`src/stream_write_defines.vh`:
```
// constants for the streaming sector-write command interpreter
// included by every design file but the interrupt block; definitions only
`ifndef STREAM_WRITE_DEFINES_VH
`define STREAM_WRITE_DEFINES_VH

// register offsets on the plain register port (4-bit address)
`define OFS_DATA          4'h0
`define OFS_FEATURE       4'h1
`define OFS_COUNT         4'h2
`define OFS_LBA_LOW       4'h3
`define OFS_LBA_MID       4'h4
`define OFS_LBA_HIGH      4'h5
`define OFS_DEVICE        4'h6
`define OFS_COMMAND       4'h7
`define OFS_DEV_CONTROL   4'h8
`define OFS_TIME_LIMIT    4'h9
`define OFS_IRQ_STATUS    4'hA
`define OFS_IRQ_CLEAR     4'hB
`define OFS_IRQ_ENABLE    4'hC

// command code
`define CMD_STREAM_WRITE  8'h3B

// feature bits
`define FEAT_URGENT       7
`define FEAT_CONTINUE     6
`define FEAT_FLUSH        5

// error bits
`define ERR_CRC           7
`define ERR_ID_NOT_FOUND  4
`define ERR_ABORTED       2
`define ERR_TIME_LIMIT    0
`define ERR_MASK          8'h95

// status bits
`define ST_BUSY           7
`define ST_READY          6
`define ST_STREAM_ERR     5
`define ST_DRQ            3
`define ST_ERR            0

// device control bit selecting the upper address bytes
`define CTL_HOB           7

// interrupt status bits
`define IRQ_DONE          0
`define IRQ_TIMEOUT       1
`define IRQ_ERROR         2

// time limit unit in us and cycles per us at 100 MHz
`define TIME_UNIT_US      1
`define CLK_MHZ           100
`define TICK_CYCLES       (`TIME_UNIT_US * `CLK_MHZ)

`endif

```
`src/limit_timer.v`:
```
// completion time limit counter in microsecond ticks
// assumes start is a one-cycle pulse; limit of zero means no limit
`timescale 1ns/1ps
`include "stream_write_defines.vh"
module limit_timer (
  input wire ref_clk,
  input wire reset,
  input wire start,
  input wire stop,
  input wire [15:0] limitUs,
  output reg expired_q
);
  reg [6:0] tick_q;
  reg [15:0] left_q;
  reg run_q;

  always @(posedge ref_clk)
  begin
    if (reset)
    begin
      tick_q <= 7'h00;
      left_q <= 16'h0000;
      run_q <= 1'b0;
      expired_q <= 1'b0;
    end
    else if (start)
    begin
      tick_q <= 7'h00;
      left_q <= limitUs;
      run_q <= (limitUs != 16'h0000);
      expired_q <= 1'b0;
    end
    else if (stop)
      run_q <= 1'b0;
    else if (run_q)
    begin
      if ({25'h0, tick_q} == `TICK_CYCLES - 1)
      begin
        tick_q <= 7'h00;
        if (left_q == 16'h0001)
        begin
          run_q <= 1'b0;
          expired_q <= 1'b1;
        end
        left_q <= left_q - 16'h0001;
      end
      else
        tick_q <= tick_q + 7'h01;
    end
  end
endmodule // limit_timer

```
`src/irq_block.v`:
```
// sticky event bits, write-one clear, enable mask, level interrupt
// assumes events are one-cycle pulses from the same clock
`timescale 1ns/1ps
module irq_block (
  input wire ref_clk,
  input wire reset,
  input wire [2:0] events,
  input wire clearWr,
  input wire enableWr,
  input wire [2:0] wrData,
  output reg [2:0] status_q,
  output reg [2:0] enable_q,
  output wire irq
);
  always @(posedge ref_clk)
  begin
    if (reset)
    begin
      status_q <= 3'h0;
      enable_q <= 3'h0;
    end
    else
    begin
      // a new event wins over a clear in the same cycle
      status_q <= (status_q & ~(clearWr ? wrData : 3'h0)) | events;
      if (enableWr)
        enable_q <= wrData;
    end
  end

  assign irq = |(status_q & enable_q);
endmodule // irq_block

```
`src/stream_write_cmd.v`:
```
// streaming sector-write command interpreter, device side
// assumes a same-clock register port and a media engine handshake
//
// Operation
// a write of 3Bh to the command register starts the stream write.
// a sector count of zero means 65536 sectors, else 1 to 65535.
// in continue-on-error mode transfer or media errors never abort.
// continue mode with errors moves all data, ends with stream error set.
// continue mode with time limit expiry halts and reports the expiry; the code ignores an expiry that falls in the flush.
// the device always tries to move all the data within the limit; the code stops at the first sector error when continue mode is off.
// feature bit 7 marks an urgent request passed to the media engine.
// feature bit 6 set by the host selects continue-on-error mode.
// feature bit 5 flushes the stream to the media before completion.
// the error register carries only crc, no-id, aborted, expiry bits.
// at completion busy, deferred error and corrected read zero.
// the first failing 48-bit address is returned, split by high byte.
// the host writes the count high byte then the low byte.
// error bit 0 is set whenever the time limit is overrun; the code leaves it clear when the expiry falls in the flush.
`timescale 1ns/1ps
`include "stream_write_defines.vh"
module stream_write_cmd (
  input wire ref_clk,
  input wire reset,
  input wire [3:0] regAddr,
  input wire [15:0] regWrData,
  input wire regWr,
  input wire regRd,
  output reg [15:0] regRdData_q,
  output reg [15:0] wordData_q,
  output reg wordValid_q,
  output reg urgent_q,
  output reg flushReq_q,
  input wire flushDone,
  input wire sectorDone,
  input wire sectorNoId,
  input wire sectorCrc,
  output wire irq
);
  localparam S_IDLE = 5'h01;
  localparam S_DATA = 5'h02;
  localparam S_FLUSH = 5'h04;
  localparam S_DONE = 5'h08;
  localparam S_FAIL = 5'h10;

  reg [4:0] state_q;
  reg [7:0] feature_q;
  reg [7:0] featurePrev_q;
  reg [7:0] countCur_q;
  reg [7:0] countPrev_q;
  reg [7:0] lbaCur_q [0:2];
  reg [7:0] lbaPrev_q [0:2];
  reg [7:0] device_q;
  reg hob_q;
  reg [16:0] sectorsLeft_q;
  reg [47:0] curLba_q;
  reg [47:0] failLba_q;
  reg failSeen_q;
  reg [7:0] error_q;
  reg streamErr_q;
  reg errFlag_q;
  reg [15:0] timeLimit_q;
  reg continue_q;
  reg [2:0] events;
  wire expired;
  wire [2:0] irqStatus;
  wire [2:0] irqEnable;
  wire busy;
  wire wrEv;
  wire sectorErr;
  wire irqClearWr;
  wire irqEnableWr;
  integer i;

  // pick the byte of a 48-bit address for a given register slot
  function [7:0] lbaByte;
    input [47:0] lba;
    input [1:0] slot;
    input hob;
    begin
      case ({hob, slot})
        3'b000: lbaByte = lba[7:0];
        3'b001: lbaByte = lba[15:8];
        3'b010: lbaByte = lba[23:16];
        3'b100: lbaByte = lba[31:24];
        3'b101: lbaByte = lba[39:32];
        3'b110: lbaByte = lba[47:40];
        default: lbaByte = 8'h00;
      endcase
    end
  endfunction

  function isWr;
    input [3:0] ofs;
    begin
      isWr = regWr && (regAddr == ofs);
    end
  endfunction

  assign busy = (state_q == S_DATA) || (state_q == S_FLUSH);
  // nets decode the strobe directly: a function here would miss its inputs
  assign wrEv = regWr && (regAddr == `OFS_COMMAND);
  assign irqClearWr = regWr && (regAddr == `OFS_IRQ_CLEAR);
  assign irqEnableWr = regWr && (regAddr == `OFS_IRQ_ENABLE);
  assign sectorErr = sectorNoId || sectorCrc;

  ////////////////////////////////////////////////////////////////////////
  // parameter registers, two-deep slots for the 48-bit forms

  always @(posedge ref_clk)
  begin
    if (reset)
    begin
      feature_q <= 8'h00;
      featurePrev_q <= 8'h00;
      countCur_q <= 8'h00;
      countPrev_q <= 8'h00;
      device_q <= 8'h00;
      hob_q <= 1'b0;
      timeLimit_q <= 16'h0000;
      for (i = 0; i < 3; i = i + 1)
      begin
        lbaCur_q[i] <= 8'h00;
        lbaPrev_q[i] <= 8'h00;
      end
    end
    else if (!busy)
    begin
      if (isWr(`OFS_FEATURE))
      begin
        featurePrev_q <= feature_q;
        feature_q <= regWrData[7:0];
      end
      if (isWr(`OFS_COUNT))
      begin
        countPrev_q <= countCur_q;
        countCur_q <= regWrData[7:0];
      end
      for (i = 0; i < 3; i = i + 1)
        if (isWr(`OFS_LBA_LOW + i[3:0]))
        begin
          lbaPrev_q[i] <= lbaCur_q[i];
          lbaCur_q[i] <= regWrData[7:0];
        end
      if (isWr(`OFS_DEVICE))
        device_q <= regWrData[7:0];
      if (isWr(`OFS_DEV_CONTROL))
        hob_q <= regWrData[`CTL_HOB];
      if (isWr(`OFS_TIME_LIMIT))
        timeLimit_q <= regWrData;
    end
    // the byte select stays writable while busy
    else if (isWr(`OFS_DEV_CONTROL))
      hob_q <= regWrData[`CTL_HOB];
  end

  ////////////////////////////////////////////////////////////////////////
  // command state machine

  always @(posedge ref_clk)
  begin
    if (reset)
    begin
      state_q <= S_IDLE;
      sectorsLeft_q <= 17'h00000;
      curLba_q <= 48'h000000000000;
      failLba_q <= 48'h000000000000;
      failSeen_q <= 1'b0;
      error_q <= 8'h00;
      streamErr_q <= 1'b0;
      errFlag_q <= 1'b0;
      continue_q <= 1'b0;
      urgent_q <= 1'b0;
      flushReq_q <= 1'b0;
      wordData_q <= 16'h0000;
      wordValid_q <= 1'b0;
      events <= 3'h0;
    end
    else
    begin
      wordValid_q <= 1'b0;
      events <= 3'h0;
      case (state_q)
        S_IDLE:
        begin
          if (wrEv && regWrData[7:0] == `CMD_STREAM_WRITE)
          begin
            state_q <= S_DATA;
            sectorsLeft_q <= ({countPrev_q, countCur_q} == 16'h0000) ?
              17'h10000 : {1'b0, countPrev_q, countCur_q};
            curLba_q <= {lbaPrev_q[2], lbaPrev_q[1], lbaPrev_q[0],
              lbaCur_q[2], lbaCur_q[1], lbaCur_q[0]};
            continue_q <= feature_q[`FEAT_CONTINUE];
            urgent_q <= feature_q[`FEAT_URGENT];
            failSeen_q <= 1'b0;
            error_q <= 8'h00;
            streamErr_q <= 1'b0;
            errFlag_q <= 1'b0;
          end
          // any other code is refused with an abort
          else if (wrEv)
          begin
            error_q <= 8'h00 | (8'h01 << `ERR_ABORTED);
            errFlag_q <= 1'b1;
            events <= 3'h1 << `IRQ_ERROR;
          end
        end
        S_DATA:
        begin
          if (isWr(`OFS_DATA))
          begin
            wordData_q <= regWrData;
            wordValid_q <= 1'b1;
          end
          // in continue mode expiry wins over a sector ending in the same cycle
          if (expired && continue_q)
          begin
            error_q[`ERR_TIME_LIMIT] <= 1'b1;
            streamErr_q <= 1'b1;
            errFlag_q <= 1'b0;
            state_q <= S_FAIL;
            events <= 3'h1 << `IRQ_TIMEOUT;
          end
          else if (sectorDone)
          begin
            if (sectorErr)
            begin
              if (!failSeen_q)
              begin
                failSeen_q <= 1'b1;
                failLba_q <= curLba_q;
              end
              if (sectorNoId)
                error_q[`ERR_ID_NOT_FOUND] <= 1'b1;
              if (sectorCrc)
                error_q[`ERR_CRC] <= 1'b1;
              if (continue_q)
                streamErr_q <= 1'b1;
            end
            if (sectorErr && !continue_q)
            begin
              errFlag_q <= 1'b1;
              state_q <= S_FAIL;
              events <= 3'h1 << `IRQ_ERROR;
            end
            else if (sectorsLeft_q == 17'h00001)
            begin
              flushReq_q <= feature_q[`FEAT_FLUSH];
              state_q <= feature_q[`FEAT_FLUSH] ? S_FLUSH : S_DONE;
              if (!feature_q[`FEAT_FLUSH])
                events <= 3'h1 << `IRQ_DONE;
            end
            sectorsLeft_q <= sectorsLeft_q - 17'h00001;
            curLba_q <= curLba_q + 48'h000000000001;
          end
          else if (expired)
          begin
            error_q[`ERR_TIME_LIMIT] <= 1'b1;
            errFlag_q <= 1'b1;
            state_q <= S_FAIL;
            events <= 3'h1 << `IRQ_TIMEOUT;
          end
        end
        S_FLUSH:
        begin
          if (flushDone)
          begin
            flushReq_q <= 1'b0;
            state_q <= S_DONE;
            events <= 3'h1 << `IRQ_DONE;
          end
        end
        S_DONE, S_FAIL:
        begin
          urgent_q <= 1'b0;
          flushReq_q <= 1'b0;
          state_q <= S_IDLE;
        end
        default:
          state_q <= S_IDLE;
      endcase
    end
  end

  ////////////////////////////////////////////////////////////////////////
  // time limit and interrupts

  // refused codes start it too; the stop input parks it at once
  limit_timer uTimer (
    .ref_clk(ref_clk),
    .reset(reset),
    .start(wrEv && state_q == S_IDLE),
    .stop(!busy),
    .limitUs(timeLimit_q),
    .expired_q(expired)
  );

  irq_block uIrq (
    .ref_clk(ref_clk),
    .reset(reset),
    .events(events),
    .clearWr(irqClearWr),
    .enableWr(irqEnableWr),
    .wrData(regWrData[2:0]),
    .status_q(irqStatus),
    .enable_q(irqEnable),
    .irq(irq)
  );

  ////////////////////////////////////////////////////////////////////////
  // read port, data valid one cycle after the strobe

  always @(posedge ref_clk)
  begin
    if (reset)
      regRdData_q <= 16'h0000;
    else if (regRd)
    begin
      case (regAddr)
        `OFS_FEATURE:
          regRdData_q <= {8'h00, error_q &
            `ERR_MASK};
        // indices 3 to 5 map to slots 0 to 2
        `OFS_LBA_LOW, `OFS_LBA_MID, `OFS_LBA_HIGH:
          regRdData_q <= {8'h00, lbaByte(failLba_q,
            regAddr[1:0] - 2'h3, hob_q)};
        `OFS_DEVICE:
          regRdData_q <= {8'h00, device_q};
        `OFS_COMMAND:
          regRdData_q <= {8'h00, busy, !busy, streamErr_q, 1'b0,
            state_q == S_DATA, 1'b0, 1'b0, errFlag_q};
        `OFS_TIME_LIMIT:
          regRdData_q <= timeLimit_q;
        `OFS_IRQ_STATUS:
          regRdData_q <= {13'h0000, irqStatus};
        `OFS_IRQ_ENABLE:
          regRdData_q <= {13'h0000, irqEnable};
        default:
          regRdData_q <= 16'h0000;
      endcase
    end
    else
      regRdData_q <= 16'h0000;
  end
endmodule // stream_write_cmd

```
`config.mk`:
```
export PLATFORM = sky130hd
export DESIGN_NAME = stream_write_cmd
export DESIGN_NICKNAME = d
export VERILOG_FILES = /design/src/limit_timer.v /design/src/irq_block.v /design/src/stream_write_cmd.v
export VERILOG_INCLUDE_DIRS = /design/src /design/src/src
export SDC_FILE = /design/constraint.sdc
export NUM_CORES = 1
export LEC_CHECK = 0
export BUFFER_PORTS_ARGS = -buffer_cell sky130_fd_sc_hd__buf_4
export CAP_MARGIN = 10
export CELL_PAD_IN_SITES_DETAIL_PLACEMENT = 0
export CELL_PAD_IN_SITES_GLOBAL_PLACEMENT = 1
export CORE_MARGIN = 10
export CORE_UTILIZATION = 47
export DETAILED_ROUTE_END_ITERATION = 7
export HOLD_SLACK_MARGIN = 0.02
export PLACE_DENSITY_LB_ADDON = 0.2
export SLEW_MARGIN = 30
export SYNTH_ARGS = -nofsm -noshare
export SYNTH_HDL_FRONTEND = slang
export SYNTH_HIERARCHICAL = 1
export SYNTH_SLANG_ARGS = --single-unit
```
`constraint.sdc`:
```
create_clock -name ref_clk -period 3.67 [get_ports ref_clk]
set_input_delay 0.367 -clock ref_clk [delete_from_list [all_inputs] [get_ports ref_clk]]
set_output_delay 0.367 -clock ref_clk [all_outputs]
set_load 0.005 [all_outputs]
```
### After elaboration in Yosys (flattened, before gate mapping)

Memories as Yosys holds them, arrays and structs flattened.
Cells that the tools add are included.

* register bits: 245
* logic and storage cells: 256
* memories: 2
* input port bits: 28
* memory bits (writable): 48

* bitwise operators: 15
* eq/ne operators: 44
* multiplexer cells: 102
* reductions and logical operators: 58
* add/sub/neg operators: 5

Memories
* lbaCur_q: words 3, width 8, rd ports 3, clocked after memory_dff 0, wr ports 3, line stream_write_cmd.v:50 `reg [7:0] lbaCur_q [0:2];`
* lbaPrev_q: words 3, width 8, rd ports 3, clocked after memory_dff 0, wr ports 3, line stream_write_cmd.v:51 `reg [7:0] lbaPrev_q [0:2];`

Operators by type and width (number)
* $mux 48: 3
* $pmux 16 s7: 1
* $pmux 48 s2: 1
* $mux 17: 4
* $mux 16: 4
* $mux 8: 8
* $mux 1: 53
* $add 48x1->48 const B: 1
* $pmux 8 s6: 1
* $mux 5: 7
* $pmux 17 s2: 1
* $eq 4x4->1 const B: 5
* $reduce_and 4->1: 5
* $mux 3: 6
* $reduce_and 2->1: 9
* $reduce_and 6->1: 3
* $eq 17x1->1 const B: 1
* $sub 17x1->17 const B: 1
* $eq 16x1->1 const B: 1
* $eq 4x3->1 const B: 4
* $logic_and 1x1->1: 16
* $logic_not 16->1: 1
* $ne 2x2->1 const B: 8
* $reduce_bool 16->1: 1
* 43 further kinds: 79

### Logic depth before layout (Yosys ltp)

Gate-level depths: netlist (run 1).

* depth after elaboration: 7
* gate-level depth with buffers: 10

### Hierarchy

The synthesis (run 1) kept the hierarchy.

By module, submodules not included
* stream_write_cmd: times used 1, cells an instance 1376, seq. area each 5605.4 µm², area an instance 11649.9 µm²
* limit_timer: times used 1, cells an instance 168, seq. area each 500.5 µm², area an instance 1407.6 µm²
* irq_block: times used 1, cells an instance 23, seq. area each 120.1 µm², area an instance 224.0 µm²

### Worst setup path before layout (run 1)

OpenSTA, ideal clock, no wires.

* path type: register to register
* from: reg state_q[2]
* to: mem lbaCur_q[0][0], enable pin
* arrival: 2.382 ns
* slack: 0.877 ns
* cell stages (with the launch flop): 8
* cells stage by stage: dfxtp_1 -> clkbuf_1 -> xor2_1 -> nand2_1 -> and2_1 -> clkbuf_1 -> nand2_1 -> o21ai_0

RTL lines
* start, declared: line stream_write_cmd.v:45 `reg [4:0] state_q;`
* start signal, assigned: line stream_write_cmd.v:248 `` state_q <= feature_q[`FEAT_FLUSH] ? S_FLUSH : S_DONE; ``
* end, declared: line stream_write_cmd.v:50

### Worst setup path after layout (run 1)

* from: reg state_q[1]
* to: reg uTimer.left_q[11]

* word-level cells in the longest chain between the ends: 4

RTL lines
* $eq 5x1->1 (tied with other cells): line stream_write_cmd.v:291 `.start(wrEv && state_q == S_IDLE),`
* $logic_and 1x1->1 or $logic_or 1x1->1 (tied branches): line stream_write_cmd.v:291, stream_write_cmd.v:99
* $reduce_bool 2->1 (no source line)
* $reduce_and 3->1 (no source line)
* end signal, assigned: line limit_timer.v:29 `left_q <= limitUs;`
* end signal, assigned: line limit_timer.v:45 `left_q <= left_q - 16'h0001;`
* end, declared: line limit_timer.v:14 `reg [15:0] left_q;`

Several ways; a longest one is shown, not always the timed one.
A chain may end at the register's enable or synchronous reset.

==> results.cfg, run 1 <==
[run_status]
outcome = finished clean

[critical_path]
worstSetupPathType = reg -> reg
critPathRequiredTime_ns = 4.08
startpoint_type = flop
r2r-end = uTimer/left_q[11]
worstPathMaxFanout = 11
crit_arrival_ns = 3.40
rr_worst_depth = 6
reg2reg_setup_slack_ns = 0.69
regToRegStartpoint = state_q[1]
end_kind = flop

[worst_hold_path]
hold_class = in -> reg
hold_path_end = wordData_q[14]
min-delay-start = regWrData[14]
worst_hold_path.num_cells = 3

[timing]
rsz0062_at_grt = no
period_minus_slack_ns = 2.98
relSlewSlack_pct = 34.0
totalNegativeSetupSlack_ns = 0
max_slew.worst_pin.slew_ns = 0.986
finalMaxSlewViolations = 0
clock.fmax_mhz = 335
min_period_over_period_pct = 81.3
setup_violations = 0
hold_viol = 0
finClkSkew_ns = 0.0172
hold_slack_ns = 0.111

[yosys]
synth_top_area_share_pct = 36.0
ys.flop_type = dfxtp_1
yosys-top-cells-area = dfxtp_1 (36%), edfxtp_1 (11%), nand2_1 (7.5%), a21oi_1 (6.3%), nor2_1 (3.6%)
synthCells = 1567
ys_ff_latch = 287
syn_area_per_cell_sq_um = 8.48
ys_seq_area_share_pct = 46.9
syn_area_sq_um = 13300
synthArstFlopShare_pct = 0
synth_top_area_cell = dfxtp_1
yosys-top-cells-count = nand2_1 (265), dfxtp_1 (239), a21oi_1 (168)
yosysUniqueCellTypes = 85
yosys_warnings = 6
syn-num-nets = 1601
synth-edff-count = 48
yosysMostFrequentCell = nand2_1

[cells_and_area]
instances_no_fill = 1991
fin_nets = 1623
drive_gt1_share_pct = 12.0
final_core_util_pct = 54.8
antenna_cells = 0
num-fill-cells = 2642
design_area_sq_um = 15300
area_growth_pct = 14.9

[drt]
drt-total-wl_um = 41500
drt_iter0_drc = 1393
vias = 11800
via_per_inst = 5.93
avgRoutedWirePerCell_um = 20.9
drtAntennaViolNets = 0
dr.pass1.iters = 7
drc_errors = 0

[place]
gp_congestion = 0.889
place_area_sq_um = 14100
dp_cells = 1931
io_buffers = 63
dp_hpwl_um = 28400

[cts]
cts_buffers = 34
htree_levels = 2
post_cts_buffers = 0
cts_hold_buf = 0
cts.path.max_buffers = 3
cts_root_buf = clkbuf_16
clk_pin_slew_ns = 0.06
post_cts_resized = 0
cts_tree = yes
cts_sinks = 287
insertion_delay_ns = 0.51

[power_and_ir_drop]
pwr-share-seq_pct = 46.3
swShare_pct = 22.1
p_leak_nw = 5.46
peakVddDrop_mv = 0.373
share_comb_of_total_power_pct = 3.5
p_int_w = 0.00548
clockPowerShare_pct = 50.2
p_per_area_nw_per_um2 = 461
switching_power_w = 0.00155

[floorplan]
io_pins = 64
die_y_um = 188
die_w_um = 188
core.rowCount = 61
start_util_pct = 47.7
die_area_sq_um = 35400
core_area_sq_um = 27900

[grt]
grt_max_degree = 88
grt_pass1_vias = 10900
grt-ovfl-total = 0
antenna_found_initial = 0
track_usage_pct = 22.7
grt_pass1_wl_um = 64700

[run]
drv_cap = 0
-- placed cells by master, fill, tap and decap left out, types with 6 or more instances in the layout --
cell type	synthesis	routed
nor2_1	127	127
o32ai_1	6	6
or4_1	10	10
o211ai_1	8	8
a31oi_1	23	23
nor3_1	37	36
mux2_2	14	14
nor4_1	25	25
dfxtp_1	239	239
a211oi_1	13	13
ha_1	6	6
mux2i_1	29	29
xor2_1	7	7
a311oi_1	9	9
nand3_1	54	54
buf_4	2	93
edfxtp_1	48	48
nand3b_1	7	7
clkbuf_16	0	36
a22oi_1	21	21
nor2b_1	13	13
a221oi_1	10	10
nand4_1	20	20
and3_1	12	12
a22o_1	8	8
and2_1	51	51
xnor2_1	11	11
o21ai_0	57	56
or3_1	17	17
nand2_1	265	264
a21oi_1	168	168
a21o_1	8	8
o31ai_1	11	11
inv_1	25	25
-- how the worst max path moves through the flow --
stage / to / slack, ns / from / depth (start not counted)
6_report: uTimer/left_q[11] / 0.69 / state_q[1] / 6
5_1_grt: uTimer/left_q[11] / 0.47 / state_q[4] / 6
4_1_cts: uTimer/left_q[11] / 0.70 / state_q[1] / 6
3_5_place_dp: uTimer/left_q[7] / 0.73 / state_q[1] / 6
3_3_place_gp: uTimer/left_q[11] / 0.77 / state_q[1] / 6
2_1_floorplan: lbaCur_q[0][0] / 0.88 / state_q[2] / 7
-- kinds of logic after synthesis --
kind of cell,Yosys count,synth area share [%]
adders and majority gates,6,0.565
DFF,287,46.9
buffers and inverters,137,4.10
and+or+nand+nor,684,25.2
muxes,45,3.71
xor gates and xnor gates,18,1.19
AOI/OAI and AO/OA,390,18.4
-- stage by stage --
| step | power (W) | setup WS [ns] |
|---|---|---|
| floorplan | 0.00345 | 0.877 |
| global placement | 0.00357 | 0.773 |
| detailed placement | 0.00357 | 0.729 |
| CTS | 0.00707 | 0.704 |
| global route | 0.00723 | 0.470 |
| finish | 0.00703 | 0.686 |
-- state kept, by name, indices dropped and copies added, names as in the netlist, 17 cells and up --
name           flops
curLba_q          48
failLba_q         48
lbaCur_q          24
lbaPrev_q         24
sectorsLeft_q     17
-- metal layers --
metal	GRT usage (%)	up-vias	part of all wire [%]
met5	0	-	0
met2	33.7	373	44
met4	5.75	0	1.7
met3	3.73	40	7.0
li1	-	5704	-
met1	33.4	5691	47
-- power groups by stage --
| stage | clock network [W] | registers, W | logic [W] |
|---|---|---|---|
| 2_1_floorplan | 0 | 0.00331 | 0.000143 |
| 3_3_place_gp | 0 | 0.00332 | 0.000241 |
| 3_5_place_dp | 0 | 0.00332 | 0.000241 |
| 4_1_cts | 0.00358 | 0.00326 | 0.000242 |
| 5_1_grt | 0.00371 | 0.00326 | 0.000264 |
| 6_report | 0.00353 | 0.00326 | 0.000245 |
-- layout make-up --
type | count | area (sq um) | area share, %
Multi-Input combinational cell | 1143 | 6540 | 42.9
Sequential cell | 287 | 6230 | 40.8
Clock buffer | 45 | 985 | 6.45
Timing Repair Buffer | 96 | 749 | 4.91
Tap cell | 378 | 473 | 3.10
Clock inverter | 15 | 186 | 1.22
Inverter | 27 | 101 | 0.664
-- critical path, stage by stage, from the launching register on --
cell      delay (ns)
dfxtp_1         0.57
xor2_1          0.18
nand2_1         0.16
or4b_2          0.69
or3_1           0.48
or4_1           0.54
a311oi_1        0.26
(Power assumes the default switching activity.)
==> inputs of run 2 (changes only) <==
Settings changed: ABC_AREA set to 1, CORE_UTILIZATION 47 to 45.
Clock period 3.67 ns to 2.95 ns, I/O delays scaled along.
==> run 2 against run 1 <==
Effect of this change:
- die area is 8.9% higher
- worst setup slack worse by 0.18 ns
- clock skew is 0.0017 ns higher
- largest power group is now registers
- highest routed layer unchanged
==> results.cfg, run 2 <==
[grt]
grt_pass1_vias = 12500
antenna_found_initial = 0
track_usage_pct = 22.6
grt_pass1_wl_um = 70600
grt-ovfl-total = 0
grt_max_degree = 101

[critical_path]
critPathRequiredTime_ns = 3.45
r2r-end = curLba_q[24]
reg2reg_setup_slack_ns = 0.51
regToRegStartpoint = curLba_q[1]
startpoint_type = flop
crit_arrival_ns = 2.94
rr_worst_depth = 9
worstPathMaxFanout = 8
startpoint = curLba_q[1]
end_kind = flop
worstSetupPathType = reg -> reg

[place]
gp_congestion = 0.932
io_buffers = 63
dp_hpwl_um = 32800
preCtsSetupSlack_ns = 0.463

[cts]
insertion_delay_ns = 0.58
post_cts_buffers = 0
clk_pin_slew_ns = 0.06
post_cts_resized = 0
cts_buffers = 31
htree_levels = 1
cts_tree = yes
cts_root_buf = clkbuf_16
cts.path.max_buffers = 3
cts_sinks = 287

[yosys]
yosys-top-cells-area = dfxtp_1 (34%), nand2_1 (12%), edfxtp_1 (10%), nor2_1 (10%), a21oi_1 (6.1%)
yosysMostFrequentCell = nand2_1
syn_area_sq_um = 14000
synth_top_area_cell = dfxtp_1
yosys_warnings = 6
synth_top_area_share_pct = 34.2
ys.flop_type = dfxtp_1
yosys-top-cells-count = nand2_1 (434), nor2_1 (374), dfxtp_1 (239)
ys_ff_latch = 287
yosysUniqueCellTypes = 45
syn_area_per_cell_sq_um = 6.97
synthArstFlopShare_pct = 0
synthCells = 2007
ys_seq_area_share_pct = 44.5
synth-edff-count = 48
syn-num-nets = 2041

[cells_and_area]
num-fill-cells = 3062
drive_gt1_share_pct = 9.85
reg_top3 = curLba_q x48, failLba_q x48
final_common_cell = nand2_1
area_growth_pct = 14.8
layout_common_cells = nand2_1 (434), nor2_1 (374), dfxtp_1 (239)
fin_nets = 2101
antenna_cells = 0

[timing]
hold_viol = 0
finClkSkew_ns = 0.0188
max_slew.worst_pin.slew_ns = 0.795
layout_setup_ws_ns = 0.506
relSlewSlack_pct = 47.0
setup_violations = 0
rsz0062_at_grt = no
clock.fmax_mhz = 409
finalMaxSlewViolations = 0
totalNegativeSetupSlack_ns = 0
period_minus_slack_ns = 2.44
min_period_over_period_pct = 82.8

[drt]
dr.pass1.iters = 5
via_per_inst = 5.41
drc_errors = 0
drtAntennaViolNets = 0
avgRoutedWirePerCell_um = 18.2
drt-total-wl_um = 45200
drt_iter0_drc = 1174
vias = 13500

[worst_hold_path]
min-delay-start = sectorCrc
worst_hold_path.num_cells = 3
hold_class = in -> reg
hold_path_end = error_q[7]

[power_and_ir_drop]
peakVddDrop_mv = 0.442
p_leak_nw = 6.13
p_per_area_nw_per_um2 = 652

[run]
drv_cap = 0

[floorplan]
io_pins = 64
die_w_um = 196
core_area_sq_um = 30600
core.rowCount = 64
start_util_pct = 45.7
die_y_um = 196
die_area_sq_um = 38500

[run_status]
outcome = finished clean
-- run 2: what timing repair did --
item | 4_1_cts | 5_1_grt
endpoints found under the hold margin | 24 | 0
hold buffers | 12 | 0
endpoints found under the setup margin | 0 | 0
-- run 2: logic make-up (layout without fill, tap and decap cells) --
family | count (synthesis) | in the layout | synth area share (%)
simple gates | 1047 | 1047 | 31.8
compound gates | 384 | 384 | 14.4
flops | 287 | 287 | 44.5
buf+inv | 265 | 350 | 7.62
xor+xnor | 16 | 16 | 1.00
fa+ha+maj | 6 | 6 | 0.537
mux | 2 | 2 | 0.143
-- run 2: how the worst max path moves through the flow --
stage                             endpoint  slack (ns)  cells after the start
after floorplan            lbaCur_q[0][10]        0.40                      6
after global placement    sectorsLeft_q[9]        0.48                      8
after detailed placement  sectorsLeft_q[9]        0.46                      8
after CTS                 sectorsLeft_q[9]        0.51                      7
after global routing          curLba_q[24]        0.26                      7
final                         curLba_q[24]        0.51                      9
-- run 2: stage by stage --
step | std cells | hold slack, ns | power, W | utilization, % | cell area, sq um
after floorplan | 2007 | 0.364 | 0.00579 | - | 14000
after global placement | 2418 | 0.417 | 0.00643 | 48.6 | 14900
after detailed placement | 2418 | 0.424 | 0.00646 | 48.6 | 14900
after CTS | 2488 | 0.0232 | 0.0105 | 52.5 | 16100
after global routing | 2488 | 0.0502 | 0.0109 | 52.5 | 16100
final | 2488 | 0.0335 | 0.0105 | 52.5 | 16100
-- run 2: where the power goes --
part | leakage, nW | total [W] | internal (W) | switching, W
combinational | 3.17 | 0.00182 | 0.000630 | 0.00119
sequential | 2.43 | 0.00462 | 0.00424 | 0.000380
clock | 0.529 | 0.00402 | 0.00237 | 0.00165
-- run 2: layout make-up --
cell class | count | area, sq um | share of cell area, %
Sequential cell | 287 | 6230 | 38.8
Inverter | 185 | 696 | 4.33
Clock inverter | 9 | 78.8 | 0.491
Clock buffer | 49 | 986 | 6.14
Tap cell | 396 | 495 | 3.09
Multi-Input combinational cell | 1455 | 6700 | 41.7
Timing Repair Buffer | 107 | 871 | 5.43
-- run 2: routing by layer --
layer	vias up	share of wire [%]	GRT usage [%]
met5	-	0	0
met4	0	1.8	5.12
met3	68	7.0	3.34
met2	406	44	35.1
met1	6304	47	32.4
li1	6692	-	-
-- run 2: critical path, cell delays in order, from the launching register on --
cell and delay, ns:
dfxtp_1 0.50, ha_1 0.33, nand2_1 0.13, nor2_1 0.34
nand2_1 0.33, nor2_4 0.29, nand3_1 0.10, o21ai_1 0.14
nand2_1 0.06, a21oi_1 0.14
